--- config.mk ---
export PLATFORM = sky130hd
export DESIGN_NAME = dvi_vectoring
export DESIGN_NICKNAME = d
export VERILOG_FILES = /design/src/shared/dvi_pkg.sv /design/src/rtl/dvi_flag_cell.sv /design/src/rtl/dvi_vectoring.sv
export SDC_FILE = /design/constraint.sdc
export NUM_CORES = 1
export LEC_CHECK = 0
export BUFFER_PORTS_ARGS = -buffer_cell sky130_fd_sc_hd__buf_4
export CORE_MARGIN = 2
export CORE_UTILIZATION = 55
export DETAILED_ROUTE_END_ITERATION = 7
export HOLD_SLACK_MARGIN = 0.02
export PLACE_DENSITY = 0.8
export SYNTH_ARGS = -nofsm -noshare
export SYNTH_HDL_FRONTEND = slang
export SYNTH_HIERARCHICAL = 1
export SYNTH_SLANG_ARGS = --single-unit
--- constraint.sdc ---
create_clock -name core_clk -period 2.4 [get_ports core_clk]
set_input_delay 0.36 -clock core_clk [delete_from_list [all_inputs] [get_ports core_clk]]
set_output_delay 0.36 -clock core_clk [all_outputs]
set_load 0.02 [all_outputs]
--- src/shared/dvi_pkg.sv ---
// Package: constants for the interrupt vectoring and prioritisation block
package dvi_pkg;

  // ----------------------------------------------------------------
  // Widths
  // ----------------------------------------------------------------
  localparam int ADDR_W = 8;
  localparam int DATA_W = 16;
  localparam int NUM_SLOTS = 14;
  localparam int IDX_W = 4;
  localparam int VEC_W = 7;
  localparam int LVL_W = 5;
  localparam int SWN_W = 5;
  localparam int SEL_W = 4;
  localparam int PIN_W = 6;
  localparam int VEC_SHIFT = 2;

  // ----------------------------------------------------------------
  // Register addresses
  // ----------------------------------------------------------------
  localparam logic [ADDR_W-1:0] ADDR_ENABLE_MASK = 8'h00;
  localparam logic [ADDR_W-1:0] ADDR_PENDING_FLAGS = 8'h01;
  localparam logic [ADDR_W-1:0] ADDR_DMA_CTRL = 8'h54;

  // ----------------------------------------------------------------
  // Reset values
  // ----------------------------------------------------------------
  localparam logic [NUM_SLOTS-1:0] MASK_RST = 14'h0000;
  localparam logic [DATA_W-1:0] DMA_CTRL_RST = 16'h0000;
  localparam logic [PIN_W-1:0] PIN_IDLE = 6'h3F;

  // ----------------------------------------------------------------
  // Flag bit positions
  // ----------------------------------------------------------------
  localparam int BIT_EXT0 = 0;
  localparam int BIT_EXT1 = 1;
  localparam int BIT_EXT2 = 2;
  localparam int BIT_TIMER0 = 3;
  localparam int BIT_SER0_RX = 4;
  localparam int BIT_SER0_TX = 5;
  localparam int BIT_SHARED_DMA0 = 6;
  localparam int BIT_SHARED_DMA1 = 7;
  localparam int BIT_EXT3 = 8;
  localparam int BIT_HOST = 9;
  localparam int BIT_SHARED_DMA2 = 10;
  localparam int BIT_SHARED_DMA3 = 11;
  localparam int BIT_DMA4 = 12;
  localparam int BIT_DMA5 = 13;

  // Pin vector positions
  localparam int PIN_NMI = 4;
  localparam int PIN_RST = 5;

  // Source select bits in the DMA priority and enable control register
  localparam int SEL_SLOT6 = 0;
  localparam int SEL_SLOT7 = 1;
  localparam int SEL_SLOT10 = 2;
  localparam int SEL_SLOT11 = 3;

  // ----------------------------------------------------------------
  // Vectors and priority levels
  // ----------------------------------------------------------------
  localparam logic [VEC_W-1:0] VEC_RESET = 7'h00;
  localparam logic [VEC_W-1:0] VEC_NMI = 7'h04;
  localparam logic [VEC_W-1:0] VEC_SW_FIRST = 7'h08;
  localparam logic [VEC_W-1:0] VEC_MASKABLE_BASE = 7'h40;
  localparam logic [VEC_W-1:0] VEC_RESERVED_LO = 7'h78;
  localparam logic [LVL_W-1:0] LVL_RESET = 5'h01;
  localparam logic [LVL_W-1:0] LVL_NMI = 5'h02;
  localparam logic [LVL_W-1:0] LVL_MASKABLE_BASE = 5'h03;
  localparam logic [SWN_W-1:0] SW_FIRST = 5'h11;
  localparam logic [SWN_W-1:0] SW_LAST = 5'h1E;
  localparam logic [SWN_W-1:0] SW_BIAS = 5'h0F;

  localparam logic [VEC_W-1:0] SLOT_VECTOR [NUM_SLOTS] = '{
    7'h40, 7'h44, 7'h48, 7'h4C, 7'h50, 7'h54, 7'h58,
    7'h5C, 7'h60, 7'h64, 7'h68, 7'h6C, 7'h70, 7'h74};
  localparam logic [LVL_W-1:0] SLOT_LEVEL [NUM_SLOTS] = '{
    5'h03, 5'h04, 5'h05, 5'h06, 5'h07, 5'h08, 5'h09,
    5'h0A, 5'h0B, 5'h0C, 5'h0D, 5'h0E, 5'h0F, 5'h10};

  // Source of the vector currently presented to the core
  typedef enum logic [3:0] {
    SRC_NONE = 4'b0001,
    SRC_RESET = 4'b0010,
    SRC_NMI = 4'b0100,
    SRC_MASKABLE = 4'b1000
  } dvi_src_e;

endpackage

--- src/rtl/dvi_flag_cell.sv ---
// Sticky flag cell: set wins over clear
`timescale 1ns/1ps
`default_nettype none
module dvi_flag_cell #(
  parameter logic RESET_VAL = 1'b0
) (
  input wire logic core_clk,
  input wire logic nrst,
  input wire logic set,
  input wire logic clr,
  output logic q
);

  logic flag_reg;

  always_ff @(posedge core_clk or negedge nrst) begin
    if (!nrst) begin
      flag_reg <= RESET_VAL;
    end else if (set) begin
      flag_reg <= 1'b1;
    end else if (clr) begin
      flag_reg <= 1'b0;
    end
  end

  assign q = flag_reg;

endmodule
`default_nettype wire

--- src/rtl/dvi_vectoring.sv ---
// Interrupt vectoring and prioritisation for the signal processor core
// Functional notes
// RULE_01 - Vectors sit at word offsets from base, four words apart; 78-7F unused.
// RULE_02 - Hardware and software reset vector to 00 at highest priority 1.
// RULE_03 - External request 0 vectors to 40 with priority 3.
// RULE_04 - External request 1 vectors to 44 with priority 4.
// RULE_05 - External request 2 vectors to 48 with priority 5.
// RULE_06 - Timer 0 at 4C/6, serial 0 receive 50/7, transmit 54/8.
// RULE_07 - Slot 58 priority 9 unused unless selected for DMA channel 0.
// RULE_08 - Slot 5C priority 10 is timer 1, or DMA channel 1 when selected.
// RULE_09 - External request 3 at 60/11; host port at 64/12.
// RULE_10 - Slot 68 priority 13 is serial 1 receive, or DMA channel 2.
// RULE_11 - Slot 6C (108) is serial 1 transmit, or DMA channel 3.
// RULE_12 - DMA channel 4 has dedicated slot 70, priority 15.
// RULE_13 - DMA channel 5 has dedicated slot 74, lowest priority 16.
// RULE_14 - Flags and mask share layout; 15-14 reserved, 13-10 DMA/serial 1.
// RULE_15 - Bits 9-0: host, ext 3, timer1/DMA1, DMA0, serial 0, timer 0, ext 2-0.
// RULE_16 - Shared bits flag and mask whichever source the DMA control selects.
// RULE_17 - Shared-slot selection lives in the DMA control register at 54h.
// RULE_18 - NMI at 04 priority 2; software slots 17-30 at 08-3C, unarbitrated.
// RULE_19 - Smallest priority number wins; masked maskable sources are ignored.
//
// Decided for this implementation: the placing of the registers and the plain strobed port.
`timescale 1ns/1ps
`default_nettype none
module dvi_vectoring
  import dvi_pkg::*;
(
  input wire logic core_clk,
  input wire logic nrst,
  input wire logic [ADDR_W-1:0] reg_addr,
  input wire logic [DATA_W-1:0] reg_wdata,
  input wire logic reg_wr,
  input wire logic reg_rd,
  output logic [DATA_W-1:0] reg_rdata,
  input wire logic [3:0] external_request_n,
  input wire logic nmi_n,
  input wire logic reset_input_n,
  input wire logic soft_reset_trap,
  input wire logic timer0_event,
  input wire logic timer1_event,
  input wire logic serial0_rx_event,
  input wire logic serial0_tx_event,
  input wire logic serial1_rx_event,
  input wire logic serial1_tx_event,
  input wire logic host_port_event,
  input wire logic dma_channel0_event,
  input wire logic dma_channel1_event,
  input wire logic dma_channel2_event,
  input wire logic dma_channel3_event,
  input wire logic dma_channel4_event,
  input wire logic dma_channel5_event,
  input wire logic core_ack,
  input wire logic sw_trap_valid,
  input wire logic [SWN_W-1:0] sw_trap_num,
  output logic irq_out,
  output logic [VEC_W-1:0] int_vector,
  output logic [LVL_W-1:0] int_level,
  output logic [VEC_W-1:0] sw_vector,
  output logic sw_vector_valid
);

  // ----------------------------------------------------------------
  // Pin synchronisers
  // ----------------------------------------------------------------
  logic [PIN_W-1:0] pin_meta_reg;
  logic [PIN_W-1:0] pin_sync_reg;
  logic [PIN_W-1:0] pin_prev_reg;
  logic [PIN_W-1:0] pin_fell;

  always_ff @(posedge core_clk or negedge nrst) begin
    if (!nrst) begin
      pin_meta_reg <= PIN_IDLE;
      pin_sync_reg <= PIN_IDLE;
      pin_prev_reg <= PIN_IDLE;
    end else begin
      pin_meta_reg <= {reset_input_n, nmi_n, external_request_n};
      pin_sync_reg <= pin_meta_reg;
      pin_prev_reg <= pin_sync_reg;
    end
  end

  assign pin_fell = pin_prev_reg & ~pin_sync_reg;

  // ----------------------------------------------------------------
  // Registers
  // ----------------------------------------------------------------
  logic [NUM_SLOTS-1:0] mask_reg;
  logic [DATA_W-1:0] dma_ctrl_reg;
  logic [NUM_SLOTS-1:0] flags;
  logic [SEL_W-1:0] sel;
  logic wr_mask;
  logic wr_flags;
  logic wr_dma;

  assign wr_mask = reg_wr && (reg_addr == ADDR_ENABLE_MASK);
  assign wr_flags = reg_wr && (reg_addr == ADDR_PENDING_FLAGS);
  assign wr_dma = reg_wr && (reg_addr == ADDR_DMA_CTRL);
  assign sel = dma_ctrl_reg[SEL_W-1:0];

  always_ff @(posedge core_clk or negedge nrst) begin
    if (!nrst) begin
      mask_reg <= MASK_RST;
    end else if (wr_mask) begin
      mask_reg <= reg_wdata[NUM_SLOTS-1:0];
    end
  end

  always_ff @(posedge core_clk or negedge nrst) begin
    if (!nrst) begin
      dma_ctrl_reg <= DMA_CTRL_RST;
    end else if (wr_dma) begin
      dma_ctrl_reg <= reg_wdata; // RULE_17
    end
  end

  logic [DATA_W-1:0] rdata_reg;

  // Reserved bits 15-14 read as zero; unmapped addresses read as zero
  always_ff @(posedge core_clk or negedge nrst) begin
    if (!nrst) begin
      rdata_reg <= '0;
    end else if (reg_rd) begin
      unique case (reg_addr)
        ADDR_ENABLE_MASK: rdata_reg <= DATA_W'(mask_reg); // RULE_14
        ADDR_PENDING_FLAGS: rdata_reg <= DATA_W'(flags); // RULE_15
        ADDR_DMA_CTRL: rdata_reg <= dma_ctrl_reg;
        default: rdata_reg <= '0;
      endcase
    end else begin
      rdata_reg <= '0;
    end
  end

  // ----------------------------------------------------------------
  // Source routing onto flag bits
  // ----------------------------------------------------------------
  logic [NUM_SLOTS-1:0] src_set;

  always_comb begin
    src_set = '0;
    src_set[BIT_EXT0] = pin_fell[BIT_EXT0]; // RULE_03
    src_set[BIT_EXT1] = pin_fell[BIT_EXT1]; // RULE_04
    src_set[BIT_EXT2] = pin_fell[BIT_EXT2]; // RULE_05
    src_set[BIT_TIMER0] = timer0_event; // RULE_06
    src_set[BIT_SER0_RX] = serial0_rx_event; // RULE_06
    src_set[BIT_SER0_TX] = serial0_tx_event; // RULE_06
    src_set[BIT_SHARED_DMA0] = sel[SEL_SLOT6] & dma_channel0_event; // RULE_07
    src_set[BIT_SHARED_DMA1] = sel[SEL_SLOT7] ? dma_channel1_event : timer1_event; // RULE_08
    src_set[BIT_EXT3] = pin_fell[3]; // RULE_09
    src_set[BIT_HOST] = host_port_event; // RULE_09
    src_set[BIT_SHARED_DMA2] = sel[SEL_SLOT10] ? dma_channel2_event : serial1_rx_event; // RULE_10
    src_set[BIT_SHARED_DMA3] = sel[SEL_SLOT11] ? dma_channel3_event : serial1_tx_event; // RULE_11
    src_set[BIT_DMA4] = dma_channel4_event; // RULE_12
    src_set[BIT_DMA5] = dma_channel5_event; // RULE_13
  end

  // ----------------------------------------------------------------
  // Pending flags
  // ----------------------------------------------------------------
  dvi_src_e src_reg;
  logic [IDX_W-1:0] served_idx_reg;
  logic ack_mask;
  logic [NUM_SLOTS-1:0] flag_clr;
  logic reset_pend;
  logic nmi_pend;
  logic reset_set;

  assign ack_mask = core_ack && (src_reg == SRC_MASKABLE);
  assign reset_set = !pin_sync_reg[PIN_RST] || soft_reset_trap; // RULE_02

  // Each bit is cleared by a written one or by the core taking its vector
  genvar gi;
  generate
    for (gi = 0; gi < NUM_SLOTS; gi++) begin : g_flag
      assign flag_clr[gi] = (wr_flags && reg_wdata[gi]) ||
                            (ack_mask && (served_idx_reg == IDX_W'(gi)));
      dvi_flag_cell #(.RESET_VAL(1'b0)) u_flag (
        .core_clk(core_clk),
        .nrst(nrst),
        .set(src_set[gi]), // RULE_16
        .clr(flag_clr[gi]),
        .q(flags[gi])
      );
    end
  endgenerate

  dvi_flag_cell #(.RESET_VAL(1'b1)) u_reset_pend (
    .core_clk(core_clk),
    .nrst(nrst),
    .set(reset_set),
    .clr(core_ack && (src_reg == SRC_RESET)),
    .q(reset_pend)
  );

  dvi_flag_cell #(.RESET_VAL(1'b0)) u_nmi_pend (
    .core_clk(core_clk),
    .nrst(nrst),
    .set(pin_fell[PIN_NMI]),
    .clr(core_ack && (src_reg == SRC_NMI)),
    .q(nmi_pend)
  );

  // ----------------------------------------------------------------
  // Arbitration
  // ----------------------------------------------------------------
  logic [NUM_SLOTS-1:0] enabled;
  logic win_found;
  logic [IDX_W-1:0] win_idx;

  assign enabled = flags & mask_reg; // RULE_19

  // Lowest bit carries the smallest priority number
  always_comb begin
    win_found = 1'b0;
    win_idx = '0;
    for (int i = NUM_SLOTS - 1; i >= 0; i--) begin
      if (enabled[i]) begin
        win_found = 1'b1;
        win_idx = IDX_W'(i); // RULE_19
      end
    end
  end

  logic [VEC_W-1:0] vector_reg;
  logic [LVL_W-1:0] level_reg;
  logic irq_reg;

  always_ff @(posedge core_clk or negedge nrst) begin
    if (!nrst) begin
      src_reg <= SRC_NONE;
      served_idx_reg <= '0;
      vector_reg <= VEC_RESET;
      level_reg <= LVL_RESET;
    end else if (reset_pend) begin
      src_reg <= SRC_RESET;
      vector_reg <= VEC_RESET; // RULE_02
      level_reg <= LVL_RESET;
    end else if (nmi_pend) begin
      src_reg <= SRC_NMI;
      vector_reg <= VEC_NMI; // RULE_18
      level_reg <= LVL_NMI;
    end else if (win_found) begin
      src_reg <= SRC_MASKABLE;
      served_idx_reg <= win_idx;
      vector_reg <= SLOT_VECTOR[win_idx]; // RULE_01
      level_reg <= SLOT_LEVEL[win_idx];
    end else begin
      src_reg <= SRC_NONE;
    end
  end

  always_ff @(posedge core_clk or negedge nrst) begin
    if (!nrst) begin
      irq_reg <= 1'b0;
    end else begin
      irq_reg <= reset_pend || nmi_pend || win_found;
    end
  end

  // ----------------------------------------------------------------
  // Software trap vectors
  // ----------------------------------------------------------------
  logic [VEC_W-1:0] sw_vector_reg;
  logic sw_valid_reg;
  logic sw_in_range;

  assign sw_in_range = sw_trap_valid && (sw_trap_num >= SW_FIRST) && (sw_trap_num <= SW_LAST);

  always_ff @(posedge core_clk or negedge nrst) begin
    if (!nrst) begin
      sw_vector_reg <= VEC_SW_FIRST;
      sw_valid_reg <= 1'b0;
    end else begin
      sw_valid_reg <= sw_in_range;
      if (sw_in_range) begin
        sw_vector_reg <= VEC_SW_FIRST +
                         (VEC_W'(sw_trap_num - SW_FIRST) << VEC_SHIFT); // RULE_18
      end
    end
  end

  assign reg_rdata = rdata_reg;
  assign irq_out = irq_reg;
  assign int_vector = vector_reg;
  assign int_level = level_reg;
  assign sw_vector = sw_vector_reg;
  assign sw_vector_valid = sw_valid_reg;

  logic no_urgent;
  assign no_urgent = !reset_pend && !nmi_pend;
endmodule
`default_nettype wire

### After elaboration in Yosys (flattened, before gate mapping)

Memory sizes are Yosys's and may differ from the RTL's.
Cells that the tools add are included.

| operators by class | value |
|---|---|
| $add $sub $neg | 2 |
| magnitude comparators | 3 |
| equality and inequality tests | 18 |
| multiplexer cells | 78 |
| bitwise operators | 7 |
| reductions and logical operators | 74 |

Operators by type and width:

| kind | number |
|---|---|
| 4-bit two-way mux | 17 |
| 1-bit two-way mux | 49 |
| 16-bit one-hot mux with 3 select lines | 1 |
| 1-bit logical AND | 36 |
| 7-bit two-way mux | 5 |
| 2-bit nonzero test | 16 |
| 4-bit == test (second input constant) | 7 |
| 5-bit two-way mux | 5 |
| 4-bit by 3-bit == test with 1-bit output (second input constant) | 5 |
| 1-bit logical OR | 17 |
| 16-bit two-way mux | 1 |
| 14-bit bitwise AND | 1 |
| 4-bit by 2-bit == test with 1-bit output (second input constant) | 3 |
| 5-bit greater-or-equal comparator (second input constant) | 2 |
| 8-bit by 1-bit == test with 1-bit output (second input constant) | 1 |
| 8-bit by 7-bit == test with 1-bit output (second input constant) | 1 |
| 8-bit logical NOT | 1 |
| 4-bit by 7-bit adder with 7-bit output (first input constant) | 1 |
| 5-bit bitwise AND | 1 |
| 5-bit less-or-equal comparator (second input constant) | 1 |
| 4-bit inverter with 5-bit output | 1 |
| 5-bit inverter | 1 |
| 5-bit subtractor (second input constant) | 1 |
| 4-bit by 1-bit == test with 1-bit output (second input constant) | 1 |
| 6 further kinds | 7 |

| word-level totals | value |
|---|---|
| bits in registers | 108 |
| bits in read-only memories | 192 |
| output and inout bits | 37 |
| memories kept | 2 |

Memory list:

| memory | words | bits a word | read ports | clocked after memory_dff | write ports | RTL line | source |
|---|---|---|---|---|---|---|---|
| (no name shown) | 16 | 7 | 1 | 0 | 0 | dvi_vectoring.sv:246 | `vector_reg <= SLOT_VECTOR[win_idx];` |
| (no name shown) | 16 | 5 | 1 | 0 | 0 | dvi_vectoring.sv:247 | `level_reg <= SLOT_LEVEL[win_idx];` |

### Logic depth before layout (Yosys ltp)

| logic depth | value |
|---|---|
| word-level depth | 22 |
| mapped depth | 9 |
| mapped depth without buffers | 9 |

### Hierarchy

The synthesis kept the hierarchy.

Modules (own cells, without submodules):

| module | instances | cells each | area each (µm²) |
|---|---|---|---|
| dvi_vectoring | 1 | 344 | 4028.9 |
| dvi_flag_cell (g_flag[0].u_flag ...) | 15 | 3 | 36.3 |
| dvi_flag_cell (u_reset_pend) | 1 | 3 | 37.5 |

### Least setup slack after synthesis

Ideal clock, no wire load.

| timing path | value |
|---|---|
| kind | input to register |
| start point | input reg_addr[2] |
| end point | register g_flag[4].u_flag.flag_reg |
| arrival time | 1.846 ns |
| setup slack | 0.436 ns |
| stages | 9 |
| path buffers | 2 |
| cells stage by stage | or4_4 -> nor3_4 -> and2_0 -> buf_2 -> buf_4 -> nand2_1 -> o31ai_1 -> inv_1 -> a21o_1 |

| between the ends | value |
|---|---|
| word-level cells in the longest chain between the ends | 5 |

RTL lines:

| item | RTL line | source |
|---|---|---|
| from (decl) | dvi_vectoring.sv:31 | `input wire logic [ADDR_W-1:0] reg_addr,` |
| 8-bit by 1-bit == test with 1-bit output | dvi_vectoring.sv:97 | `assign wr_flags = reg_wr && (reg_addr == ADDR_PENDING_FLAGS);` |
| 1-bit logical AND | dvi_vectoring.sv:97 |  |
| 1-bit logical AND | dvi_vectoring.sv:176 | `assign flag_clr[gi] = (wr_flags && reg_wdata[gi]) \|\|` |
| 1-bit logical OR | dvi_vectoring.sv:176 |  |
| net flag_clr[4] | dvi_vectoring.sv:164 | `logic [NUM_SLOTS-1:0] flag_clr;` |
| 2-bit nonzero test (no source line) | - |  |
| to (signal assigned) | dvi_flag_cell.sv:18 | `flag_reg <= RESET_VAL;` |
| to (signal assigned) | dvi_flag_cell.sv:20 | `flag_reg <= 1'b1;` |
| to (signal assigned) | dvi_flag_cell.sv:22 | `flag_reg <= 1'b0;` |
| to (decl) | dvi_flag_cell.sv:14 | `logic flag_reg;` |

The timed path passes the listed nets, and every way through them passes these cells.
A chain may end at the register's enable or synchronous reset.

### Final worst setup path

| timing path | value |
|---|---|
| start point | register g_flag[11].u_flag.flag_reg |
| end point | register level_reg[2] (netlist: int_level[2]) |

| between the ends | value |
|---|---|
| word-level cells in the longest chain between the ends | 20 |
| elaborated cells on any way between the ends | 33 |
| those cells by class | 29 x mux; 2 x bitwise; 1 x reduce/logical; 1 x memory |

RTL lines:

| item | RTL line | source |
|---|---|---|
| from (decl) | dvi_flag_cell.sv:14 |  |
| from (signal assigned) | dvi_flag_cell.sv:18 |  |
| from (signal assigned) | dvi_flag_cell.sv:20 |  |
| from (signal assigned) | dvi_flag_cell.sv:22 |  |
| 14-bit bitwise AND * | dvi_vectoring.sv:211 | `assign enabled = flags & mask_reg;` |
| 4-bit two-way mux (12 in a row) | dvi_vectoring.sv:218 | `if (enabled[i]) begin` |
| 4-bit inverter with 5-bit output (not written as such) | dvi_vectoring.sv:247 |  |
| memory 16 x 5 bit | - |  |
| 5-bit two-way mux (not written as such) (2 in a row) | dvi_vectoring.sv:247 |  |
| 5-bit two-way mux | dvi_vectoring.sv:243 | `end else if (win_found) begin` |
| 5-bit two-way mux | dvi_vectoring.sv:239 | `end else if (nmi_pend) begin` |
| 5-bit two-way mux | dvi_vectoring.sv:235 | `end else if (reset_pend) begin` |
| to (signal assigned) | dvi_vectoring.sv:247 |  |
| to (decl) | dvi_vectoring.sv:226 | `logic [LVL_W-1:0] level_reg;` |

Mark *: on every way between the ends. The rest lies on a longest branch, timed or not. The select of a mux whose other input is x is not followed.

==> flow_summary.ini <==
[yosys]
ys_warn_count = 6
syn_area_sq_um = 4610
synth_edf_count = 0
syn-instance-count = 392
async_flop_share = 1.00
avgSynthCellArea_sq_um = 11.8
ys_ff_latch = 104
yosysUniqueCellTypes = 53
ys_seq_area_frac = 0.570
ys.flop_type = dfrtp_1

[sta]
hold_viol = 0
rsz0062_at_grt = no
final.min_clock_period_ns = 2.18
max_slew_margin = 0.604
max_freq_mhz = 458
setup_viol = 0
worst_slew_pin_slew_ns = 0.594
fin_crit_sh = 0.910
clock_skew_ns = 0.00925
finalMaxSlewViolations = 0
hold_ws_ns = 0.0812
setup_tns_ns = 0

[die]
io_pins = 92
die_area_sq_um = 9130
fp.dieW_um = 95.6
die_h_um = 95.6
design.core.area_sq_um = 8180
initial_core_util = 0.564
num_rows = 33

[final_layout]
diodes = 0
drive_above_1_share = 0.364
mostFrequentLayoutCells = buf_4 (93), dfrtp_1 (83), nand2_1 (42), inv_1 (28), mux2_2 (28)
fin_nets = 545
final_common_cell = buf_4
fin_cells = 594
area_growth_pct = 21.7
fin_util = 0.686

[critical_path]
crit_start = g_flag[11].u_flag/q$_DFFE_PN0P_
worst_setup_path_start_kind = flop
cp_data_required_time_ns = 2.67
critical-path-top-delay-family = compound AO/OA/AOI/OAI gates
path_buf_inv = 1
r2r_cells = 9
crit_slowest_cell = dfrtp_1
critPathArrivalTime_ns = 2.46
worstPathCellList = a22o_1 -> a31o_2 -> a31oi_1 -> o31ai_2 -> inv_1 -> ha_1 -> o21ai_0 -> a21boi_0 -> a32o_1
crit_type = flop to flop
path_depth = 9
slowest_delay_ns = 0.41
endpoint_kind = flop
crit_path_max_fanout = 4
reg2reg_from = g_flag[11].u_flag/q$_DFFE_PN0P_

[route]
drt_iter0_drc = 254
vias_per_cell = 5.72
drt_pass1_iterations = 6
wl_per_cell_um = 16.9
dr_total_vias = 3400
post-route-drc-count = 0
postRouteAntennaNets = 0
drt_wl_total_um = 10100

[clock_network]
htreeDepth = 3
numCtsBuffers = 9
clock-sinks = 104
clock_tree.root_cell = clkbuf_8
cts_tree = yes
clk_pin_slew_worst_paths_ns = 0.09
worst_skew_pair.late_latency_ns = 0.38
clockBufferDepth = 2

[global_routing]
grt.overflow.total = 0
grt_usage = 0.238
antenna_found_initial = 0
grt_pass1_wl_um = 16200
grt_max_degree = 50
first_global_vias = 3272

[worst_hold_path]
min_path_type = input pin to flop
hp-start = external_request_n[3]
whs_path_depth = 1

[pwr]
power_frac_comb = 0.132
fin_total_pwr_mw = 3.58
p_seq_frac = 0.530
power_switching_mw = 0.880
power.density_nw_per_um2 = 638
max-vdd-ir-drop_uv = 405
internal_power_mw = 2.70
power.leakage_nw = 2.63
pwr-share-clk = 0.338
switching_share = 0.246

[placed_design]
io_buffers = 87
hpwlAfterDp_um = 7250
gp_congestion = 0.852
placedCellCount = 577

[run_status]
status = completed

[run]
cap_violations = 0
## final cells by class
class                           count  area (sq um)
Timing Repair Buffer               95           728
Clock inverter                      3          65.1
Inverter                           28           105
Tap cell                          105           131
Sequential cell                   104          2630
Fill cell                         612          2560
Clock buffer                       13           159
Multi-Input combinational cell    246          1790
## path summary, 6_finish.rpt
check                           slack (ns)                   endpoint
worst max-delay path                  0.22   int_level[2]$_DFFE_PN0P_
worst min-delay path                  0.08  pin_meta_reg[3]$_DFF_PN1_
worst max register to register        0.22   int_level[2]$_DFFE_PN0P_
worst min register to register        0.36  pin_sync_reg[1]$_DFF_PN1_
max in group asynchronous             1.18  pin_prev_reg[1]$_DFF_PN1_
min in group asynchronous             0.53    reg_rdata[14]$_DFF_PN0_
## stage by stage
stage / instance area, sq um / setup slack (ns)
2_1_floorplan: 4620 / 0.436
3_3_place_gp: 5370 / 0.261
3_5_place_dp: 5370 / 0.199
4_1_cts: 5610 / 0.155
5_1_grt: 5610 / 0.0275
6_report: 5610 / 0.217
## power by group through the flow
stage / clock (mW) / sequential (mW) / combinational, mW
4_1_cts: 1.23 / 1.90 / 0.467
2_1_floorplan: 0 / 1.94 / 0.227
6_report: 1.21 / 1.90 / 0.470
3_3_place_gp: 0 / 1.92 / 0.452
5_1_grt: 1.31 / 1.91 / 0.519
3_5_place_dp: 0 / 1.93 / 0.463
## synthesized netlist by cell type (all sizes together) (8+ instances only)
library cell,instances,area (sq um)
mux2,38,465
nand2,44,175
nor2,20,75.1
buf,9,70.1
inv,28,105
a222oi,8,80.1
o21ai,15,75.1
clkbuf,8,30.0
a22oi,8,60.1
dfstp,21,552
a21o,18,135
a21oi,16,80.1
dfrtp,83,2080
## worst reg2reg max path, delay by kind of cell, from the launching register on
kind	cells	cell delay (ns)
flops	1	0.41
compound gates	7	1.31
fa+ha+maj	1	0.22
buf+inv	1	0.15
## metal layers
metal / vias to the layer above / part of all wire / track usage
li1: 1558 / - / -
met1: 1662 / 0.42 / 0.312
met2: 148 / 0.49 / 0.375
met3: 32 / 0.070 / 0.0696
met4: 0 / 0.025 / 0.0905
met5: - / 0 / 0
## repair_timing
item	CTS	global route
gates resized for setup	0	1
endpoints found under the setup margin	0	2
setup buffers	0	0
hold buffers	1	0
endpoints found under the hold margin	37	0
## cell families (layout without fill, tap and decap cells)
kind of cell    count (synthesis)  in the layout  synth area share
flops                         104            104             0.570
simple gates                  101            101             0.116
compound gates                 94             94             0.146
buf+inv                        45            139            0.0445
mux                            38             38             0.101
fa+ha+maj                       6              6            0.0163
xor+xnor                        3              3           0.00570
other cells                     1              4          0.000813
No activity file was read; power rests on OpenSTA's default activity.
